==> config.mk <==
export PLATFORM = sky130hd
export DESIGN_NAME = pra_cmd_unit
export DESIGN_NICKNAME = d
export VERILOG_FILES = /design/src/pra_cmd_unit.v
export VERILOG_INCLUDE_DIRS = /design/src /design/src/src
export SDC_FILE = /design/constraint.sdc
export NUM_CORES = 2
export LEC_CHECK = 0
export BUFFER_PORTS_ARGS = -buffer_cell sky130_fd_sc_hd__buf_2
export CAP_MARGIN = 20
export CORE_MARGIN = 1
export CORE_UTILIZATION = 30
export DETAILED_ROUTE_END_ITERATION = 7
export SKIP_CTS_REPAIR_TIMING = 1
export SYNTH_ARGS = -nofsm -noshare
export SYNTH_HDL_FRONTEND = slang
export SYNTH_SLANG_ARGS = --single-unit
==> constraint.sdc <==
create_clock -name core_clk -period 24.2 [get_ports core_clk]
set_input_delay 2.42 -clock core_clk [delete_from_list [all_inputs] [get_ports core_clk]]
set_output_delay 2.42 -clock core_clk [all_outputs]
set_load 0.01 [all_outputs]
==> src/pra_defs.vh <==
// constants of the port read and accumulator command unit
// Functional notes
// RULE1: port read is instruction 15; type is port, bank byte selects 0, 1 or 2.
// RULE2: digital reads give 0 or 1; converter reads give unsigned 0..4095.
// RULE3: standalone port read copies the read value into the accumulator.
// RULE4: direct port read replies with the value only; accumulator untouched.
// RULE5: direct port read replies status 100 with the port state.
// RULE6: bank 0 ports 0..7 are digital inputs; dual lines also read analog.
// RULE7: bank 0 port 255 packs all eight inputs into accumulator low bits.
// RULE8: bank 1: ports 0,4 analog, 8 supply tenths volt, 9..11 temperatures.
// RULE9: bank 2 ports 0..7 read back the eight digital output states.
// RULE10: accumulator op is instruction 19; result of type op stored in accumulator.
// RULE11: ops 0..9: add sub mul div mod and or xor invert load.
// RULE12: direct accumulator op replies status 100 echoing the operand.
// RULE13: compare is instruction 20; sets flags, accumulator unchanged.
// RULE14: issuer uses compare only in standalone programs.
// RULE15: flags support conditions 0..7 of conditional jump instruction 21.
// RULE16: command frame: addr, instr, type, bank, value msb first, sum checksum.
// RULE17: reply frame: host, target, status, instr, value msb first, sum checksum.
`ifndef PRA_DEFS_VH
`define PRA_DEFS_VH
`define PRA_INS_PORT_READ   8'h0F
`define PRA_INS_ACC_OP      8'h13
`define PRA_INS_COMPARE     8'h14
`define PRA_INS_COND_JUMP   8'h15
`define PRA_ST_OK           8'h64
`define PRA_ST_BAD_CHKSUM   8'h01
`define PRA_ST_BAD_CMD      8'h02
`define PRA_ST_BAD_TYPE     8'h03
`define PRA_ST_BAD_VALUE    8'h04
`define PRA_BANK_DIN        8'h00
`define PRA_BANK_ANA        8'h01
`define PRA_BANK_DOUT       8'h02
`define PRA_PORT_ALL        8'hFF
`define PRA_PORT_ANA0       8'h00
`define PRA_PORT_ANA4       8'h04
`define PRA_PORT_SUPPLY     8'h08
`define PRA_PORT_TEMP0      8'h09
`define PRA_PORT_TEMP1      8'h0A
`define PRA_PORT_TEMP2      8'h0B
`define PRA_PORT_LAST_DIG   8'h07
`define PRA_OP_ADD          8'h00
`define PRA_OP_SUB          8'h01
`define PRA_OP_MUL          8'h02
`define PRA_OP_DIV          8'h03
`define PRA_OP_MOD          8'h04
`define PRA_OP_AND          8'h05
`define PRA_OP_OR           8'h06
`define PRA_OP_XOR          8'h07
`define PRA_OP_NOT          8'h08
`define PRA_OP_LOAD         8'h09
`define PRA_CC_ZE           3'h0
`define PRA_CC_NZ           3'h1
`define PRA_CC_EQ           3'h2
`define PRA_CC_NE           3'h3
`define PRA_CC_GT           3'h4
`define PRA_CC_GE           3'h5
`define PRA_CC_LT           3'h6
`define PRA_CC_LE           3'h7
`define PRA_FRAME_LEN       4'h9
`define PRA_IDX_LAST        4'h8
`define PRA_IDX_ADDR        4'h0
`define PRA_IDX_INSTR       4'h1
`define PRA_IDX_TYPE        4'h2
`define PRA_IDX_BANK        4'h3
`define PRA_IDX_VAL3        4'h4
`define PRA_IDX_VAL2        4'h5
`define PRA_IDX_VAL1        4'h6
`define PRA_IDX_VAL0        4'h7
`define PRA_ADC_W           12
`define PRA_DIV_STEPS       6'h20
`endif

==> src/pra_cmd_unit.v <==
// port read, accumulator op and compare command unit
`include "pra_defs.vh"
`default_nettype none
module pra_cmd_unit #(
    parameter [7:0] MODULE_ADDR = 8'h01,
    parameter [7:0] HOST_ADDR   = 8'h02
) (
    input  wire        core_clk,        // system clock, 100 MHz
    input  wire        rst,             // async reset, active high
    input  wire        standaloneMode,  // 1: stored program issues commands
    input  wire        rxValid,         // command byte valid
    input  wire [7:0]  rxByte,          // command byte
    output wire        rxReady,         // unit accepts a command byte
    output reg         txValid,         // reply byte valid
    output reg  [7:0]  txByte,          // reply byte
    input  wire        txReady,         // reply sink takes byte
    output reg         cmdDone,         // one-cycle pulse, standalone command finished
    input  wire [7:0]  generalInputs,   // async digital input pins
    input  wire [11:0] dualInputZero,   // converter result of first dual input
    input  wire [11:0] dualInputFour,   // converter result of second dual input
    input  wire [15:0] supplyTenths,    // supply voltage in tenths of a volt
    input  wire [15:0] tempZero,        // temperature, degrees Celsius
    input  wire [15:0] tempOne,         // temperature, degrees Celsius
    input  wire [15:0] tempTwo,         // temperature, degrees Celsius
    input  wire [7:0]  generalOutputs,  // output states set by port write command
    input  wire [2:0]  jumpCond,        // condition code of a conditional jump
    output reg  [31:0] accumulator,     // accumulator register
    output reg         condMet,         // selected jump condition holds
    output reg         zeroFlag,        // last compare: accumulator and operand both zero
    output reg         equalFlag,       // last compare: equal
    output reg         greaterFlag,     // last compare: signed greater
    output reg         lowerFlag        // last compare: signed lower
);
    localparam [2:0] ST_RX = 3'h0;
    localparam [2:0] ST_EXEC = 3'h1;
    localparam [2:0] ST_DIV = 3'h2;
    localparam [2:0] ST_TX = 3'h3;

    reg  [2:0]  state_reg;
    reg  [3:0]  idx_reg;
    reg  [7:0]  sum_reg;
    reg  [7:0]  addr_reg, instr_reg, type_reg, bank_reg;
    reg  [31:0] val_reg;
    reg  [7:0]  status_reg;
    reg  [31:0] reply_reg;
    reg  [7:0]  txSum_reg;
    reg  [7:0]  inMeta_reg, inSync_reg;

    // restoring divider: one quotient bit per cycle, keeps the timing short
    reg  [5:0]  divCnt_reg;
    reg  [31:0] divQ_reg, divR_reg, divD_reg;
    reg         divNegQ_reg, divNegR_reg;

    reg  [31:0] readVal;
    reg         readOk;
    wire [31:0] opnd = val_reg;
    wire [32:0] remTrial = {divR_reg, divQ_reg[31]} - {1'b0, divD_reg};
    wire [31:0] absAcc = accumulator[31] ? (~accumulator + 32'h1) : accumulator;
    wire [31:0] absOp = opnd[31] ? (~opnd + 32'h1) : opnd;

    assign rxReady = (state_reg == ST_RX);

    // two-flop synchroniser for the input pins
    always @(posedge core_clk or posedge rst) begin
        if (rst) begin
            inMeta_reg <= 8'h00;
            inSync_reg <= 8'h00;
        end else begin
            inMeta_reg <= generalInputs;
            inSync_reg <= inMeta_reg;
        end
    end

    // port selection
    always @* begin
        readVal = 32'h0;
        readOk = 1'b1;
        case (bank_reg)
            `PRA_BANK_DIN: begin
                if (type_reg == `PRA_PORT_ALL)
                    readVal = {24'h0, inSync_reg}; // RULE7
                else if (type_reg <= `PRA_PORT_LAST_DIG)
                    readVal = {31'h0, inSync_reg[type_reg[2:0]]}; // RULE2 RULE6
                else
                    readOk = 1'b0;
            end

            `PRA_BANK_ANA: begin
                case (type_reg) // RULE8
                    `PRA_PORT_ANA0: readVal = {20'h0, dualInputZero}; // RULE2 RULE6
                    `PRA_PORT_ANA4: readVal = {20'h0, dualInputFour};
                    `PRA_PORT_SUPPLY: readVal = {16'h0, supplyTenths};
                    `PRA_PORT_TEMP0: readVal = {16'h0, tempZero};
                    `PRA_PORT_TEMP1: readVal = {16'h0, tempOne};
                    `PRA_PORT_TEMP2: readVal = {16'h0, tempTwo};
                    default: readOk = 1'b0;
                endcase
            end

            `PRA_BANK_DOUT: begin
                if (type_reg <= `PRA_PORT_LAST_DIG)
                    readVal = {31'h0, generalOutputs[type_reg[2:0]]}; // RULE9
                else
                    readOk = 1'b0;
            end
            default: readOk = 1'b0;
        endcase
    end

    // jump condition evaluation from compare flags
    always @* begin
        case (jumpCond) // RULE15
            `PRA_CC_ZE: condMet = zeroFlag;
            `PRA_CC_NZ: condMet = ~zeroFlag;
            `PRA_CC_EQ: condMet = equalFlag;
            `PRA_CC_NE: condMet = ~equalFlag;

            `PRA_CC_GT: condMet = greaterFlag;
            `PRA_CC_GE: condMet = greaterFlag | equalFlag;
            `PRA_CC_LT: condMet = lowerFlag;
            `PRA_CC_LE: condMet = lowerFlag | equalFlag;
            default: condMet = 1'b0;
        endcase
    end

    always @(posedge core_clk or posedge rst) begin
        if (rst) begin
            state_reg <= ST_RX;
            idx_reg <= 4'h0;
            sum_reg <= 8'h00;
            addr_reg <= 8'h00;
            instr_reg <= 8'h00;
            type_reg <= 8'h00;
            bank_reg <= 8'h00;
            val_reg <= 32'h0;
            status_reg <= 8'h00;
            reply_reg <= 32'h0;
            txSum_reg <= 8'h00;
            txValid <= 1'b0;
            txByte <= 8'h00;
            cmdDone <= 1'b0;
            accumulator <= 32'h0;

            zeroFlag <= 1'b0;
            equalFlag <= 1'b0;
            greaterFlag <= 1'b0;
            lowerFlag <= 1'b0;

            divCnt_reg <= 6'h0;
            divQ_reg <= 32'h0;
            divR_reg <= 32'h0;
            divD_reg <= 32'h0;
            divNegQ_reg <= 1'b0;
            divNegR_reg <= 1'b0;
        end else begin
            cmdDone <= 1'b0;
            case (state_reg)
                ST_RX: begin
                    if (rxValid) begin // RULE16
                        case (idx_reg)
                            `PRA_IDX_ADDR: addr_reg <= rxByte;
                            `PRA_IDX_INSTR: instr_reg <= rxByte;
                            `PRA_IDX_TYPE: type_reg <= rxByte;
                            `PRA_IDX_BANK: bank_reg <= rxByte;
                            `PRA_IDX_VAL3: val_reg[31:24] <= rxByte;
                            `PRA_IDX_VAL2: val_reg[23:16] <= rxByte;
                            `PRA_IDX_VAL1: val_reg[15:8] <= rxByte;
                            `PRA_IDX_VAL0: val_reg[7:0] <= rxByte;
                            default: ;
                        endcase
                        if (idx_reg == `PRA_IDX_LAST) begin
                            idx_reg <= 4'h0;
                            sum_reg <= 8'h00;
                            // in direct mode, frames for another address are dropped silently; standalone accepts any address
                            if (standaloneMode || addr_reg == MODULE_ADDR) begin
                                status_reg <= (sum_reg == rxByte) ? `PRA_ST_OK
                                                                 : `PRA_ST_BAD_CHKSUM;
                                state_reg <= ST_EXEC;
                            end
                        end else begin
                            idx_reg <= idx_reg + 4'h1;
                            sum_reg <= sum_reg + rxByte;
                        end
                    end
                end

                ST_EXEC: begin
                    reply_reg <= 32'h0;
                    state_reg <= standaloneMode ? ST_RX : ST_TX;
                    cmdDone <= standaloneMode;
                    if (status_reg == `PRA_ST_OK) begin
                        case (instr_reg)
                            `PRA_INS_PORT_READ: begin // RULE1
                                if (!readOk)
                                    status_reg <= `PRA_ST_BAD_TYPE;
                                else if (standaloneMode)
                                    accumulator <= readVal; // RULE3
                                else
                                    reply_reg <= readVal; // RULE4 RULE5
                            end

                            `PRA_INS_ACC_OP: begin // RULE10 RULE11
                                reply_reg <= opnd; // RULE12
                                case (type_reg)
                                    `PRA_OP_ADD: accumulator <= accumulator + opnd;
                                    `PRA_OP_SUB: accumulator <= accumulator - opnd;
                                    `PRA_OP_MUL: accumulator <= accumulator * opnd;
                                    `PRA_OP_DIV, `PRA_OP_MOD: begin
                                        if (opnd == 32'h0) begin
                                            status_reg <= `PRA_ST_BAD_VALUE;
                                        end else begin
                                            // signed, truncating toward zero
                                            divQ_reg <= absAcc;
                                            divR_reg <= 32'h0;
                                            divD_reg <= absOp;
                                            divCnt_reg <= `PRA_DIV_STEPS;
                                            divNegQ_reg <= accumulator[31] ^ opnd[31];
                                            divNegR_reg <= accumulator[31];
                                            state_reg <= ST_DIV;
                                            cmdDone <= 1'b0;
                                        end
                                    end
                                    `PRA_OP_AND: accumulator <= accumulator & opnd;
                                    `PRA_OP_OR: accumulator <= accumulator | opnd;
                                    `PRA_OP_XOR: accumulator <= accumulator ^ opnd;
                                    `PRA_OP_NOT: accumulator <= ~accumulator;
                                    `PRA_OP_LOAD: accumulator <= opnd;
                                    default: status_reg <= `PRA_ST_BAD_TYPE;
                                endcase
                            end

                            `PRA_INS_COMPARE: begin // RULE13 RULE14
                                zeroFlag <= (accumulator == opnd) && (opnd == 32'h0);
                                equalFlag <= (accumulator == opnd);
                                greaterFlag <= ($signed(accumulator) > $signed(opnd));
                                lowerFlag <= ($signed(accumulator) < $signed(opnd));
                            end

                            default: status_reg <= `PRA_ST_BAD_CMD;
                        endcase
                    end
                end

                ST_DIV: begin
                    if (divCnt_reg != 6'h0) begin
                        divCnt_reg <= divCnt_reg - 6'h1;
                        if (!remTrial[32]) begin
                            divR_reg <= remTrial[31:0];
                            divQ_reg <= {divQ_reg[30:0], 1'b1};
                        end else begin
                            divR_reg <= {divR_reg[30:0], divQ_reg[31]};
                            divQ_reg <= {divQ_reg[30:0], 1'b0};
                        end
                    end else begin
                        if (type_reg == `PRA_OP_DIV)
                            accumulator <= divNegQ_reg ? (~divQ_reg + 32'h1) : divQ_reg;
                        else
                            accumulator <= divNegR_reg ? (~divR_reg + 32'h1) : divR_reg;
                        state_reg <= standaloneMode ? ST_RX : ST_TX;
                        cmdDone <= standaloneMode;
                    end
                end

                ST_TX: begin // RULE17
                    if (!txValid || txReady) begin
                        txValid <= 1'b1;
                        case (idx_reg)
                            `PRA_IDX_ADDR: txByte <= HOST_ADDR;
                            `PRA_IDX_INSTR: txByte <= MODULE_ADDR;
                            `PRA_IDX_TYPE: txByte <= status_reg;
                            `PRA_IDX_BANK: txByte <= instr_reg;
                            `PRA_IDX_VAL3: txByte <= reply_reg[31:24];
                            `PRA_IDX_VAL2: txByte <= reply_reg[23:16];
                            `PRA_IDX_VAL1: txByte <= reply_reg[15:8];
                            `PRA_IDX_VAL0: txByte <= reply_reg[7:0];
                            default: txByte <= txSum_reg;
                        endcase

                        case (idx_reg)
                            `PRA_IDX_ADDR: txSum_reg <= HOST_ADDR;
                            `PRA_IDX_INSTR: txSum_reg <= txSum_reg + MODULE_ADDR;
                            `PRA_IDX_TYPE: txSum_reg <= txSum_reg + status_reg;
                            `PRA_IDX_BANK: txSum_reg <= txSum_reg + instr_reg;
                            `PRA_IDX_VAL3: txSum_reg <= txSum_reg + reply_reg[31:24];
                            `PRA_IDX_VAL2: txSum_reg <= txSum_reg + reply_reg[23:16];
                            `PRA_IDX_VAL1: txSum_reg <= txSum_reg + reply_reg[15:8];
                            `PRA_IDX_VAL0: txSum_reg <= txSum_reg + reply_reg[7:0];
                            default: txSum_reg <= txSum_reg;
                        endcase

                        if (idx_reg == `PRA_FRAME_LEN) begin
                            txValid <= 1'b0;
                            idx_reg <= 4'h0;
                            state_reg <= ST_RX;
                        end else begin
                            idx_reg <= idx_reg + 4'h1;
                        end
                    end
                end

                default: state_reg <= ST_RX;
            endcase
        end
    end
endmodule
`default_nettype wire

==> results by group <==
Logic synthesis
  – Gate Count Post-Synth: 4616
  – Register area share after synthesis: 18.7%
  – Synth Area in Compound Gates: 18.4%
  – Fraction of registers with async set/reset: 100%
  – Post-Synth Adder-Cell Area: 30.4%
  – EDFF count, synth: 0
  – Largest family of logic cells by synthesized area: adder cells
  – Synthesized flop and latch total: 288
  – Mean Syn Cell Area: 8.36 um^2
  – Mapped cell area: 0.0386 mm^2
  – Yosys warnings: 0
  – Post-synthesis mux area share: 2.56%
  – Top FF cell, synth: dfrtp_1
  – Syn nets: 5427
  – Count of cell types in the netlist: 100
  – Synth Area in Simple Gates: 15.3%
  – Synth Area in XOR/XNOR: 6.15%

Detailed routing
  – Residual DRC: 1
  – Total wire length: 163000 um
  – Vias per cell: 5.62
  – DR top layer: met5
  – ANT nets after route: 0
  – DRT iter0 DRCs: 3714
  – Routed wl met2: 69500 um
  – Vias: 35600
  – Met1 Routed Length: 66900 um
  – Drt wl/cell: 25.8 um
  – WL met3: 16900 um
  – Drt first pass iters: 8

Clock network
  – CTS root buf: clkbuf_16
  – H-tree depth: 2
  – Clk_lat worst skew: 0.61 ns
  – Clock Pin Slew Worst Setup and Hold Paths: 0.07 ns
  – CTS max path bufs: 3
  – CTS buffer count: 37
  – Clock Sinks: 288
  – CTS tree: done

Floorplanning
  – Effective utilization at floorplan: 30.3%
  – Die area: 0.130 mm^2
  – Die Ht: 361 um
  – # IOs: 168
  – Row count: 131
  – Core Area: 0.128 mm^2
  – Die Wd: 361 um

Layout
  – Layout cells sized above 1: 9.87%
  – Antenna diode count: 0
  – Layout fillers: 13300
  – Most common cell after layout, fill and taps aside: nand2_1
  – Commonest cells after routing, fill and taps aside: 566 x nand2_1, 530 x inv_1, 467 x nor2_1, 413 x fa_1, 315 x o21ai_0
  – Nets: 5453
  – Synth-to-Final Area Change: 10.6%

Placed design
  – DP Wirelength: 124000 um
  – Port-buffer cells: 167
  – Routability cong.: 1.03

STA
  – Slew Viols, Final: 0
  – Worst-Margin Slew: 1.23 ns
  – Min cycle time layout: 8.89 ns
  – Final hold viol count: 0
  – Maximum clock frequency: 113 MHz
  – Final Skew: 0.0462 ns
  – Period utilisation layout: 36.7%
  – Slew HR: 17.0%
  – WHS: 0.353 ns
  – Fin Setup TNS: 0 ns
  – RSZ-0062 raised after global routing: false
  – Setup Viol. Count Final: 0

Run status
  – Outcome: finished, violations left
  – Failing checks: DRC

Worst setup path
  – Worst setup path class: reg2reg
  – FF-to-FF Start: accumulator[10]
  – Type of origin of the critical path: flop
  – Critical path arrival: 9.38 ns
  – Critical path fanouts, max: 16
  – CP endpoint kind: flop
  – CP Launch Point: accumulator[10]
  – Critical path data required time: 24.69 ns

Hold path
  – Min-delay src: inMeta_reg[1]
  – Min-delay worst type: reg2reg

Global route
  – First-pass GRT wire length: 240000 um
  – Vias in the first global route: 35200
  – Total track usage: 24.8%
  – Largest net degree at the start of global routing: 81
  – Remaining Overflow, GRT: 0
  – Initial antenna violation count: 3

Job
  – Max cap viols: 0
[area by class of cell]
type                    instances  area [um^2]  share of cell area (%)
inverters                     555         2090                    4.90
repair buffers                278         1690                    3.96
clock inverters                22          374                   0.876
flip-flops and latches        288         7210                    16.9
clock buffers                  46         1000                    2.34
well taps                    1662         2080                    4.87
multi-input cells            3482        28300                    66.2
[kinds of logic (layout without fill, tap and decap cells)]
family | Yosys count | in the layout
AND/OR/NAND/NOR | 1349 | 1349
AO/OA/AOI/OAI | 1082 | 1082
buffers and inverters | 846 | 901
adder cells (fa/ha/maj) | 691 | 691
flip-flops | 288 | 288
XOR/XNOR | 271 | 271
multiplexers | 89 | 89
[metrics by stage]
step           std cells  area [um^2]  setup slack, ns  util (%)
2_1_floorplan       4616        38600            13.83         -
3_3_place_gp        6263        41300            15.64      32.4
3_5_place_dp        6263        41300            15.48      32.4
4_1_cts             6331        42700            15.44      33.5
5_1_grt             6333        42700            14.95      33.5
6_report            6333        42700            15.31      33.5
[synth_stat cells, types with 23 or more instances]
library cell	count	area, um^2
a211oi_1	23	173
a21o_1	43	323
a21oi_1	215	1080
a221oi_1	26	228
a22o_1	30	263
a22oi_1	69	518
a31oi_1	33	206
buf_1	34	128
buf_2	28	140
clkbuf_1	222	833
dfrtp_1	288	7210
fa_1	413	8270
ha_1	278	3480
inv_1	531	1990
mux2_2	39	439
mux2i_1	46	460
nand2_1	567	2130
nand2b_1	35	219
nand3_1	53	265
nor2_1	472	1770
nor3_1	50	250
nor4_1	25	156
o211ai_1	30	225
o21a_1	24	180
o21ai_0	315	1580
o21bai_1	23	173
o221ai_1	24	210
o31ai_1	60	450
xnor2_1	211	1850
xor2_1	60	526
[worst max-delay path: stages, from the launching register on]
cell	delay [ns]
dfrtp_1	0.71
clkinv_1	0.77
nor2_1	0.31
fa_1	0.47
fa_1	0.44
fa_1	0.55
inv_1	0.05
fa_1	0.47
inv_1	0.05
fa_1	0.50
inv_1	0.07
fa_1	0.53
inv_1	0.05
fa_1	0.38
fa_1	0.47
ha_1	0.41
a21o_1	0.23
a31o_2	0.24
a21oi_1	0.14
o21ai_2	0.11
o31a_1	0.39
a21o_1	0.22
a211o_1	0.29
a2111oi_0	0.51
a2111oi_0	0.15
o31ai_1	0.22
[per-layer routing]
metal,vias to the layer above,track usage (%)
li1,15500,-
met1,17700,32.9
met2,1936,37.0
met3,451,6.13
met4,4,13.2
met5,-,0.407
[path summary, 6_finish.rpt]
| path | endpoint | slack [ns] | cells past startpoint |
|---|---|---|---|
| max in group asynchronous | divR_reg[15] | 20.80 | 3 |
| hold / removal | inSync_reg[1] | 0.35 | 0 |
| min in group asynchronous | divR_reg[25] | 1.90 | 2 |
| setup / recovery | accumulator[30] | 15.31 | 25 |
| hold reg to reg | inSync_reg[1] | 0.35 | 0 |
| setup reg to reg | accumulator[30] | 15.31 | 25 |
Power is not shown: default switching activity piles up to over one toggle a cycle in this logic, so the estimate is an artifact.
